$ cat src/status_event_map.svh
`ifndef STATUS_EVENT_MAP_SVH
`define STATUS_EVENT_MAP_SVH

// Register selector: [4:3] group, [2:0] register kind
`define SEL_GROUP_DYN        2'h0
`define SEL_GROUP_REG        2'h1
`define SEL_GROUP_QUES       2'h2
`define SEL_GROUP_STD        2'h3
`define SEL_KIND_COND        3'h0
`define SEL_KIND_EVENT       3'h1
`define SEL_KIND_RISE        3'h2
`define SEL_KIND_FALL        3'h3
`define SEL_KIND_ENABLE      3'h4

// Dynamic-protection detail bits
`define DYN_SWITCHING_RATE   0
`define DYN_RINGING          1
`define DYN_CLAMP_HIGH       2
`define DYN_CLAMP_LOW        3
`define DYN_CLAMP_ANY        4
`define DYN_CURRENT          5
`define DYN_POWER            6

// Out-of-regulation detail bits
`define LOSS_IPEAK_HIGH      0
`define LOSS_IPEAK_LOW       1
`define LOSS_MOD_HIGH        2
`define LOSS_MOD_LOW         3
`define LOSS_PPEAK_HIGH      4
`define LOSS_PPEAK_LOW       5
`define LOSS_VPEAK_HIGH      6
`define LOSS_VPEAK_LOW       7
`define LOSS_BOTTOM_RES      8

// Questionable group summary positions
`define QUES_DYN_BIT         8
`define QUES_LOSS_BIT        10
`define QUES_UNUSED_BIT      15

// Standard event bits
`define STD_OPC_BIT          0
`define STD_QUERY_BIT        2
`define STD_DEVICE_BIT       3
`define STD_EXEC_BIT         4
`define STD_COMMAND_BIT      5
`define STD_POWER_BIT        7

// Reset values
`define RST_STD_EVENT        16'h0080
`define RST_MASK             16'h0000
`define RST_RISE             16'hFFFF
`define RST_FALL             16'h0000

`endif

$ cat src/status_event_pkg.sv
`default_nettype none
package status_event_pkg;
  typedef logic [15:0] status_word_type;
  typedef logic [4:0]  status_select_type;
endpackage : status_event_pkg
`default_nettype wire

$ cat src/status_event_reporting.sv
`timescale 1ns/10ps
`default_nettype none
`include "status_event_map.svh"

module status_event_reporting
  import status_event_pkg::*;
#(
  parameter int DataWidth = 16
)(
  // Clock and reset
  input  wire logic                 clock,
  input  wire logic                 rst,
  // Command-side register access
  input  wire status_select_type    regSelect,
  input  wire logic                 regRead,
  input  wire logic                 regWrite,
  input  wire logic [DataWidth-1:0] regWriteData,
  output logic      [DataWidth-1:0] regReadData,
  output logic                      regReadValid,
  // Dynamic-protection trips
  input  wire logic                 switching_rate_trip,
  input  wire logic                 ringing_trip,
  input  wire logic                 modulator_high_clamp_trip,
  input  wire logic                 modulator_low_clamp_trip,
  input  wire logic                 modulator_any_clamp_trip,
  input  wire logic                 dynamic_current_trip,
  input  wire logic                 dynamic_power_trip,
  // Out-of-regulation causes
  input  wire logic                 peak_current_high_limit,
  input  wire logic                 peak_current_low_limit,
  input  wire logic                 modulator_high_saturation,
  input  wire logic                 modulator_low_saturation,
  input  wire logic                 peak_power_high_limit,
  input  wire logic                 peak_power_low_limit,
  input  wire logic                 peak_voltage_high_limit,
  input  wire logic                 peak_voltage_low_limit,
  input  wire logic                 bottom_resistance_reserved,
  // Other questionable conditions
  input  wire status_word_type      questionableIn,
  // Communication events, one-cycle pulses
  input  wire logic                 operationComplete,
  input  wire logic                 emptyBufferRead,
  input  wire logic                 replyInterrupted,
  input  wire logic                 buffersFull,
  input  wire logic                 deviceError,
  input  wire logic                 executionError,
  input  wire logic                 commandError,
  // Summaries
  output logic                      dynamic_protection_summary,
  output logic                      out_of_regulation_summary,
  output logic                      questionableSummary,
  output logic                      standardSummary
);

  status_word_type dynCond, regCond, quesCond;
  status_word_type dynPrev_reg, regPrev_reg, quesPrev_reg;
  status_word_type dynRise_reg, regRise_reg, quesRise_reg;
  status_word_type dynFall_reg, regFall_reg, quesFall_reg;
  status_word_type dynEvent_reg, regEvent_reg, quesEvent_reg, stdEvent_reg;
  status_word_type dynEnable_reg, regEnable_reg, quesEnable_reg, stdEnable_reg;
  status_word_type dynHit, regHit, quesHit, stdHit;
  logic            dynSummary, regSummary;
  logic      [1:0] selGroup;
  logic      [2:0] selKind;

  assign selGroup = regSelect[4:3];
  assign selKind  = regSelect[2:0];

  function automatic status_word_type qualify(input status_word_type prev, input status_word_type cond,
                                              input status_word_type rise, input status_word_type fall);
    qualify = (rise & cond & ~prev) | (fall & ~cond & prev);
  endfunction : qualify

  function automatic logic readsEvent(input logic rd, input logic [1:0] grp, input logic [1:0] want,
                                      input logic [2:0] kind);
    readsEvent = rd && grp == want && kind == `SEL_KIND_EVENT;
  endfunction : readsEvent

  always_comb
  begin
    dynCond = '0;
    dynCond[`DYN_SWITCHING_RATE] = switching_rate_trip;
    dynCond[`DYN_RINGING]        = ringing_trip;
    dynCond[`DYN_CLAMP_HIGH]     = modulator_high_clamp_trip;
    dynCond[`DYN_CLAMP_LOW]      = modulator_low_clamp_trip;
    dynCond[`DYN_CLAMP_ANY]      = modulator_any_clamp_trip;
    dynCond[`DYN_CURRENT]        = dynamic_current_trip;
    dynCond[`DYN_POWER]          = dynamic_power_trip;
  end

  always_comb
  begin
    regCond = '0;
    regCond[`LOSS_IPEAK_HIGH] = peak_current_high_limit;
    regCond[`LOSS_IPEAK_LOW]  = peak_current_low_limit;
    regCond[`LOSS_MOD_HIGH]   = modulator_high_saturation;
    regCond[`LOSS_MOD_LOW]    = modulator_low_saturation;
    regCond[`LOSS_PPEAK_HIGH] = peak_power_high_limit;
    regCond[`LOSS_PPEAK_LOW]  = peak_power_low_limit;
    regCond[`LOSS_VPEAK_HIGH] = peak_voltage_high_limit;
    regCond[`LOSS_VPEAK_LOW]  = peak_voltage_low_limit;
    regCond[`LOSS_BOTTOM_RES] = bottom_resistance_reserved;
  end

  assign dynSummary = |(dynEvent_reg & dynEnable_reg);
  assign regSummary = |(regEvent_reg & regEnable_reg);

  always_comb
  begin
    quesCond = questionableIn;
    // Detail summaries at bits 8 and 10
    quesCond[`QUES_DYN_BIT]    = dynSummary;
    quesCond[`QUES_LOSS_BIT]   = regSummary;
    quesCond[`QUES_UNUSED_BIT] = 1'b0;
  end

  // Either direction passes when both set
  assign dynHit  = qualify(dynPrev_reg, dynCond, dynRise_reg, dynFall_reg);
  assign regHit  = qualify(regPrev_reg, regCond, regRise_reg, regFall_reg);
  assign quesHit = qualify(quesPrev_reg, quesCond, quesRise_reg, quesFall_reg);

  always_comb
  begin
    stdHit = '0;
    stdHit[`STD_OPC_BIT]     = operationComplete;
    stdHit[`STD_QUERY_BIT]   = emptyBufferRead | replyInterrupted | buffersFull;
    stdHit[`STD_DEVICE_BIT]  = deviceError;
    stdHit[`STD_EXEC_BIT]    = executionError;
    stdHit[`STD_COMMAND_BIT] = commandError;
  end

  // Previous condition for edge detection
  always_ff @(posedge clock or posedge rst)
  begin
    if (rst)
    begin
      dynPrev_reg  <= '0;
      regPrev_reg  <= '0;
      quesPrev_reg <= '0;
    end
    else
    begin
      dynPrev_reg  <= dynCond;
      regPrev_reg  <= regCond;
      quesPrev_reg <= quesCond;
    end
  end

  // Read clears, but new hits win
  always_ff @(posedge clock or posedge rst)
  begin
    if (rst)
    begin
      dynEvent_reg  <= '0;
      regEvent_reg  <= '0;
      quesEvent_reg <= '0;
    end
    else
    begin
      dynEvent_reg  <= (readsEvent(regRead, selGroup, `SEL_GROUP_DYN, selKind) ? '0 : dynEvent_reg) | dynHit;
      regEvent_reg  <= (readsEvent(regRead, selGroup, `SEL_GROUP_REG, selKind) ? '0 : regEvent_reg) | regHit;
      quesEvent_reg <= (readsEvent(regRead, selGroup, `SEL_GROUP_QUES, selKind) ? '0 : quesEvent_reg) | quesHit;
    end
  end

  // Power-on bit set by reset, cleared on read
  always_ff @(posedge clock or posedge rst)
  begin
    if (rst)
      stdEvent_reg <= `RST_STD_EVENT;
    else
      stdEvent_reg <= (readsEvent(regRead, selGroup, `SEL_GROUP_STD, selKind) ? '0 : stdEvent_reg) | stdHit;
  end

  always_ff @(posedge clock or posedge rst)
  begin
    if (rst)
    begin
      dynRise_reg    <= `RST_RISE;
      regRise_reg    <= `RST_RISE;
      quesRise_reg   <= `RST_RISE;
      dynFall_reg    <= `RST_FALL;
      regFall_reg    <= `RST_FALL;
      quesFall_reg   <= `RST_FALL;
      dynEnable_reg  <= `RST_MASK;
      regEnable_reg  <= `RST_MASK;
      quesEnable_reg <= `RST_MASK;
      stdEnable_reg  <= `RST_MASK;
    end
    else if (regWrite)
    begin
      unique case ({selGroup, selKind})
        {`SEL_GROUP_DYN, `SEL_KIND_RISE}:    dynRise_reg    <= regWriteData;
        {`SEL_GROUP_DYN, `SEL_KIND_FALL}:    dynFall_reg    <= regWriteData;
        {`SEL_GROUP_DYN, `SEL_KIND_ENABLE}:  dynEnable_reg  <= regWriteData;
        {`SEL_GROUP_REG, `SEL_KIND_RISE}:    regRise_reg    <= regWriteData;
        {`SEL_GROUP_REG, `SEL_KIND_FALL}:    regFall_reg    <= regWriteData;
        {`SEL_GROUP_REG, `SEL_KIND_ENABLE}:  regEnable_reg  <= regWriteData;
        {`SEL_GROUP_QUES, `SEL_KIND_RISE}:   quesRise_reg   <= regWriteData;
        {`SEL_GROUP_QUES, `SEL_KIND_FALL}:   quesFall_reg   <= regWriteData;
        {`SEL_GROUP_QUES, `SEL_KIND_ENABLE}: quesEnable_reg <= regWriteData;
        {`SEL_GROUP_STD, `SEL_KIND_ENABLE}:  stdEnable_reg  <= regWriteData;
        // Condition and event registers are read-only
        default: ;
      endcase
    end
  end

  // Read port, answered one cycle after the strobe
  always_ff @(posedge clock or posedge rst)
  begin
    if (rst)
    begin
      regReadData  <= '0;
      regReadValid <= 1'b0;
    end
    else
    begin
      regReadValid <= regRead;
      if (regRead)
      begin
        unique case ({selGroup, selKind})
          {`SEL_GROUP_DYN, `SEL_KIND_COND}:    regReadData <= dynCond;
          {`SEL_GROUP_DYN, `SEL_KIND_EVENT}:   regReadData <= dynEvent_reg;
          {`SEL_GROUP_DYN, `SEL_KIND_RISE}:    regReadData <= dynRise_reg;
          {`SEL_GROUP_DYN, `SEL_KIND_FALL}:    regReadData <= dynFall_reg;
          {`SEL_GROUP_DYN, `SEL_KIND_ENABLE}:  regReadData <= dynEnable_reg;
          {`SEL_GROUP_REG, `SEL_KIND_COND}:    regReadData <= regCond;
          {`SEL_GROUP_REG, `SEL_KIND_EVENT}:   regReadData <= regEvent_reg;
          {`SEL_GROUP_REG, `SEL_KIND_RISE}:    regReadData <= regRise_reg;
          {`SEL_GROUP_REG, `SEL_KIND_FALL}:    regReadData <= regFall_reg;
          {`SEL_GROUP_REG, `SEL_KIND_ENABLE}:  regReadData <= regEnable_reg;
          {`SEL_GROUP_QUES, `SEL_KIND_COND}:   regReadData <= quesCond;
          {`SEL_GROUP_QUES, `SEL_KIND_EVENT}:  regReadData <= quesEvent_reg;
          {`SEL_GROUP_QUES, `SEL_KIND_RISE}:   regReadData <= quesRise_reg;
          {`SEL_GROUP_QUES, `SEL_KIND_FALL}:   regReadData <= quesFall_reg;
          {`SEL_GROUP_QUES, `SEL_KIND_ENABLE}: regReadData <= quesEnable_reg;
          {`SEL_GROUP_STD, `SEL_KIND_EVENT}:   regReadData <= stdEvent_reg;
          {`SEL_GROUP_STD, `SEL_KIND_ENABLE}:  regReadData <= stdEnable_reg;
          // Unmapped selectors read as zero
          default:                             regReadData <= '0;
        endcase
      end
    end
  end

  always_ff @(posedge clock or posedge rst)
  begin
    if (rst)
    begin
      dynamic_protection_summary <= 1'b0;
      out_of_regulation_summary  <= 1'b0;
      questionableSummary        <= 1'b0;
      standardSummary            <= 1'b0;
    end
    else
    begin
      dynamic_protection_summary <= dynSummary;
      out_of_regulation_summary  <= regSummary;
      questionableSummary        <= |(quesEvent_reg & quesEnable_reg);
      standardSummary            <= |(stdEvent_reg & stdEnable_reg);
    end
  end

  a_rise_passes: assert property (@(posedge clock) disable iff (rst)
    (quesRise_reg[0] && quesCond[0] && !quesPrev_reg[0]) |=> quesEvent_reg[0])
    else $error("qualified rising edge not latched");

  a_fall_passes: assert property (@(posedge clock) disable iff (rst)
    (quesFall_reg[1] && !quesCond[1] && quesPrev_reg[1]) |=> quesEvent_reg[1])
    else $error("qualified falling edge not latched");

  a_event_holds: assert property (@(posedge clock) disable iff (rst)
    (dynEvent_reg[0] && !readsEvent(regRead, selGroup, `SEL_GROUP_DYN, selKind)) |=> dynEvent_reg[0])
    else $error("event bit dropped without a read");

  a_read_clears: assert property (@(posedge clock) disable iff (rst)
    (readsEvent(regRead, selGroup, `SEL_GROUP_REG, selKind) && regHit == '0)
      |=> (regEvent_reg == '0 && regReadValid && regReadData == $past(regEvent_reg)))
    else $error("event read did not return and clear");

  a_no_lost_event: assert property (@(posedge clock) disable iff (rst)
    (readsEvent(regRead, selGroup, `SEL_GROUP_DYN, selKind) && dynHit[0]) |=> dynEvent_reg[0])
    else $error("event lost in read cycle");

  a_cond_live: assert property (@(posedge clock) disable iff (rst)
    (regRead && {selGroup, selKind} == {`SEL_GROUP_QUES, `SEL_KIND_COND}) |=> regReadData == $past(quesCond))
    else $error("condition read not live");

  a_dyn_feed: assert property (@(posedge clock) disable iff (rst)
    ($rose(dynSummary) && quesRise_reg[`QUES_DYN_BIT]) |=> quesEvent_reg[`QUES_DYN_BIT])
    else $error("dynamic summary not at questionable bit");

  a_loss_feed: assert property (@(posedge clock) disable iff (rst)
    ($rose(regSummary) && quesRise_reg[`QUES_LOSS_BIT]) |=> quesEvent_reg[`QUES_LOSS_BIT])
    else $error("regulation summary not at questionable bit");

  a_ques_summary: assert property (@(posedge clock) disable iff (rst)
    ##1 questionableSummary == |($past(quesEvent_reg) & $past(quesEnable_reg)))
    else $error("questionable summary mismatch");

  a_opc_sets: assert property (@(posedge clock) disable iff (rst)
    operationComplete |=> stdEvent_reg[`STD_OPC_BIT])
    else $error("operation complete not latched");

  a_std_mask: assert property (@(posedge clock) disable iff (rst)
    (stdEnable_reg == '0) |=> !standardSummary)
    else $error("masked standard events reached summary");

endmodule : status_event_reporting
`default_nettype wire

$ cat config.mk
export PLATFORM = sky130hd
export DESIGN_NAME = status_event_reporting
export DESIGN_NICKNAME = d
export VERILOG_FILES = /design/src/status_event_pkg.sv /design/src/status_event_reporting.sv
export VERILOG_INCLUDE_DIRS = /design/src
export SDC_FILE = /design/constraint.sdc
export NUM_CORES = 1
export LEC_CHECK = 0
export ABC_AREA = 1
export CAP_MARGIN = 15
export CORE_AREA = 2 2 152 191
export DETAILED_ROUTE_END_ITERATION = 8
export DIE_AREA = 0 0 154 193
export DONT_BUFFER_PORTS = 1
export PLACE_DENSITY = 0.61
export SLEW_MARGIN = 10
export SYNTH_ARGS = -nofsm -noshare
export SYNTH_HDL_FRONTEND = slang
export SYNTH_SLANG_ARGS = --single-unit
$ cat constraint.sdc
create_clock -name clock -period 23.1 [get_ports clock]
set_input_delay 3.465 -clock clock [delete_from_list [all_inputs] [get_ports clock]]
set_output_delay 3.465 -clock clock [all_outputs]
set_load 0.05 [all_outputs]
==> flow_metrics.tcl <==
set metrics [dict create \
    cp.required_ps 23520 \
    hp-class "flip-flop to flip-flop" \
    critPathCaptureType "flip-flop" \
    fin_tns_setup_ps 0 \
    layout_min_cycle_time_ps 5607 \
    ys_seq_elements 247 \
    synth_largest_area_cell "dfrtp_1" \
    rsz0062_at_grt "no" \
    crit_chain "nor2_2 > buf_4 > nand2_4 > nor2_2 > nand2_1 > o21ai_0" \
    r2r-start "regEvent_reg[1]" \
    fin_skew_ps 11.59 \
    cts-root-buf "clkbuf_16" \
    ios 85 \
    cts_sinks 247 \
    slew_violations 0 \
    avgViaCountPerCell 5.452 \
    critPathKind "input pin to flip-flop" \
    synthesis.nets 1444 \
    setup_viol 0 \
    synth_area_um2 11290 \
    synth.top_cell.area_share_pct 43.88 \
    start_util_pct 40.24 \
    cts_tree "built" \
    synth-simple-area-share_pct 29.12 \
    antenna_cells 0 \
    yosys.area_share.adder_pct 0 \
    maxSlewHeadroom_pct 21.99 \
    dr.pass1.iters 5 \
    synth_cells 1380 \
    placed_cells 1690 \
    grt_use_total_pct 23.81 \
    synth_area_leaders "dfrtp_1, nand2_1, dfstp_2" \
    crit_top_cell "nor2_2" \
    finalHoldViolCount 0 \
    fin_crit_sh_pct 24.27 \
    path_max_fanout 32 \
    core_area_um2 28060 \
    cts_setup_buffers 0 \
    antenna_found_initial 0 \
    max_freq_mhz 178.3 \
    worst_slew_pin_slew_ps 1167 \
    drt-initial-drc-count 682 \
    cellPowerDensity_nw_per_um2 94.19 \
    max-cap-violations 0 \
    die-area_um2 29720 \
    cts.clk_slew.worst_paths_ps 60 \
    gp_congestion 0.9205 \
    fp.dieW_um 154 \
    area_growth_pct 11.53 \
    grt_pass1_wl_um 54380 \
    synth_xor_area_share_pct 0 \
    cp-startpoint "regSelect[3]" \
    vdd_drop_max_v 0.00006200 \
    port_buffers 0 \
    synth_warnings 0 \
    stdcell_area_um2 12590 \
    final_nets 1430 \
    numCtsBuffers 27 \
    cellLeakagePower_uw 0.006107 \
    chipHeight_um 193 \
    synthMuxAreaShare_pct 0 \
    drive_above_1_share_pct 9.452 \
    grt_pass1_vias 9420 \
    cts_resized 0 \
    clk_latency_ps 530 \
    hold_start "stdEvent_reg[7]" \
    status "finished, final reports clean" \
    ant_nets 0 \
    synth_cell_type_count 31 \
    htreeDepth 1 \
    start_kind "input pin" \
    ys_seq_area_share_pct 55.29 \
    crit_path_max_incr_delay_ps 890 \
    fin_cells 1741 \
    dpl-instance-area_um2 11590 \
    grt-ovfl-total 0 \
    wire_per_inst_um 19.89 \
    vias 9492 \
    dp_hpwl_um 22990 \
    syn_avg_cell_area_um2 8.182 \
    synth-compound-area-share_pct 10.79 \
    ctsHoldBuffers 0 \
    arrival_ps 6030 \
    clockBufferDepth 3 \
    critical-path-slowest-cell "nand2_1" \
    wirelength_um 34630 \
    synth_top_family_by_area "simple AND/OR/NAND/NOR gates" \
    grt_max_degree 116 \
    drc 0 \
    rows 69 \
]
==> metal layers <==
metal / up-vias / part of all wire [%] / GRT usage, %
met4: 0 / 5.0 / 11.72
met3: 85 / 6.2 / 3.688
met5: - / 0 / 0
met1: 4574 / 40 / 28.63
met2: 326 / 49 / 41.91
li1: 4507 / - / -
==> final cells by class <==
class | instances | area (µm²)
inverters | 76 | 292.8
well taps | 355 | 444.2
multi-input cells | 999 | 4514
clock inverters | 10 | 200.2
clock buffers | 39 | 770.7
fillers | 2752 | 15470
repair buffers | 15 | 127.6
flip-flops and latches | 247 | 6242
==> power breakdown <==
part	total [µW]	switching [µW]	internal, µW	leakage [µW]
Clock	472	175	297	0.000477
Combinational	123	77.1	45.7	0.00272
Sequential	592	74.0	517	0.00291
Total	1190	326	860	0.00611
==> path summary, 6_finish.rpt <==
check / end / slack (ps) / depth (start not counted)
max in group asynchronous: dynFall_reg[15] / 18730 / 2
worst max register to register: regReadData[10] / 21430 / 8
min in group asynchronous: regPrev_reg[3] / 2900 / 1
worst max-delay path: dynRise_reg[9] / 17490 / 6
worst min-delay path: stdEvent_reg[7] / 470 / 2
worst min register to register: stdEvent_reg[7] / 470 / 2
==> cells in the final DEF (no fill, tap or decap), drive strengths merged <==
master	synthesis	layout
clkbuf	32	39
a221oi	1	1
inv	76	76
nand3b	10	10
a22o	4	4
clkinv	0	4
o211ai	4	4
nor3	14	14
nor2	96	96
a31oi	4	4
o21bai	4	4
nor3b	1	1
nand3	62	62
bufinv	0	6
o21ai	176	176
nand4	48	48
dfrtp	198	198
dfstp	49	49
buf	26	15
a211oi	1	1
nand2	551	551
o221ai	23	23
==> cell families (layout without fill, tap and decap cells) <==
| kind of cell | count (synthesis) | in the layout |
|---|---|---|
| and+or+nand+nor | 782 | 782 |
| buffers and inverters | 134 | 140 |
| AOI/OAI and AO/OA | 217 | 217 |
| DFF | 247 | 247 |
==> worst max-delay path: cells and delay by family <==
kind	cells	cell delay, ps
simple gates	4	1690
compound gates	1	470
buf+inv	1	390
==> Yosys cell counts, drive strengths merged <==
library cell and n:
a211oi 1, a221oi 1, a22o 4, a31oi 4, buf 26, clkbuf 32
dfrtp 198, dfstp 49, inv 76, nand2 551, nand3 62, nand3b 10
nand4 48, nor2 96, nor3 14, nor3b 1, o211ai 4, o21ai 176
o21bai 4, o221ai 23
==> metrics by stage <==
step	util [%]	hold slack (ps)	setup slack (ps)	power, µW
final	44.88	468.4	17490	1186
after global routing	44.88	487.7	17290	1244
after CTS	44.76	464.6	17440	1195
after detailed placement	41.30	455.5	16890	720.7
after global placement	41.30	438.2	16990	714.6
after floorplan	-	431.3	12930	676.4
Power figures use the tool's default switching activity.
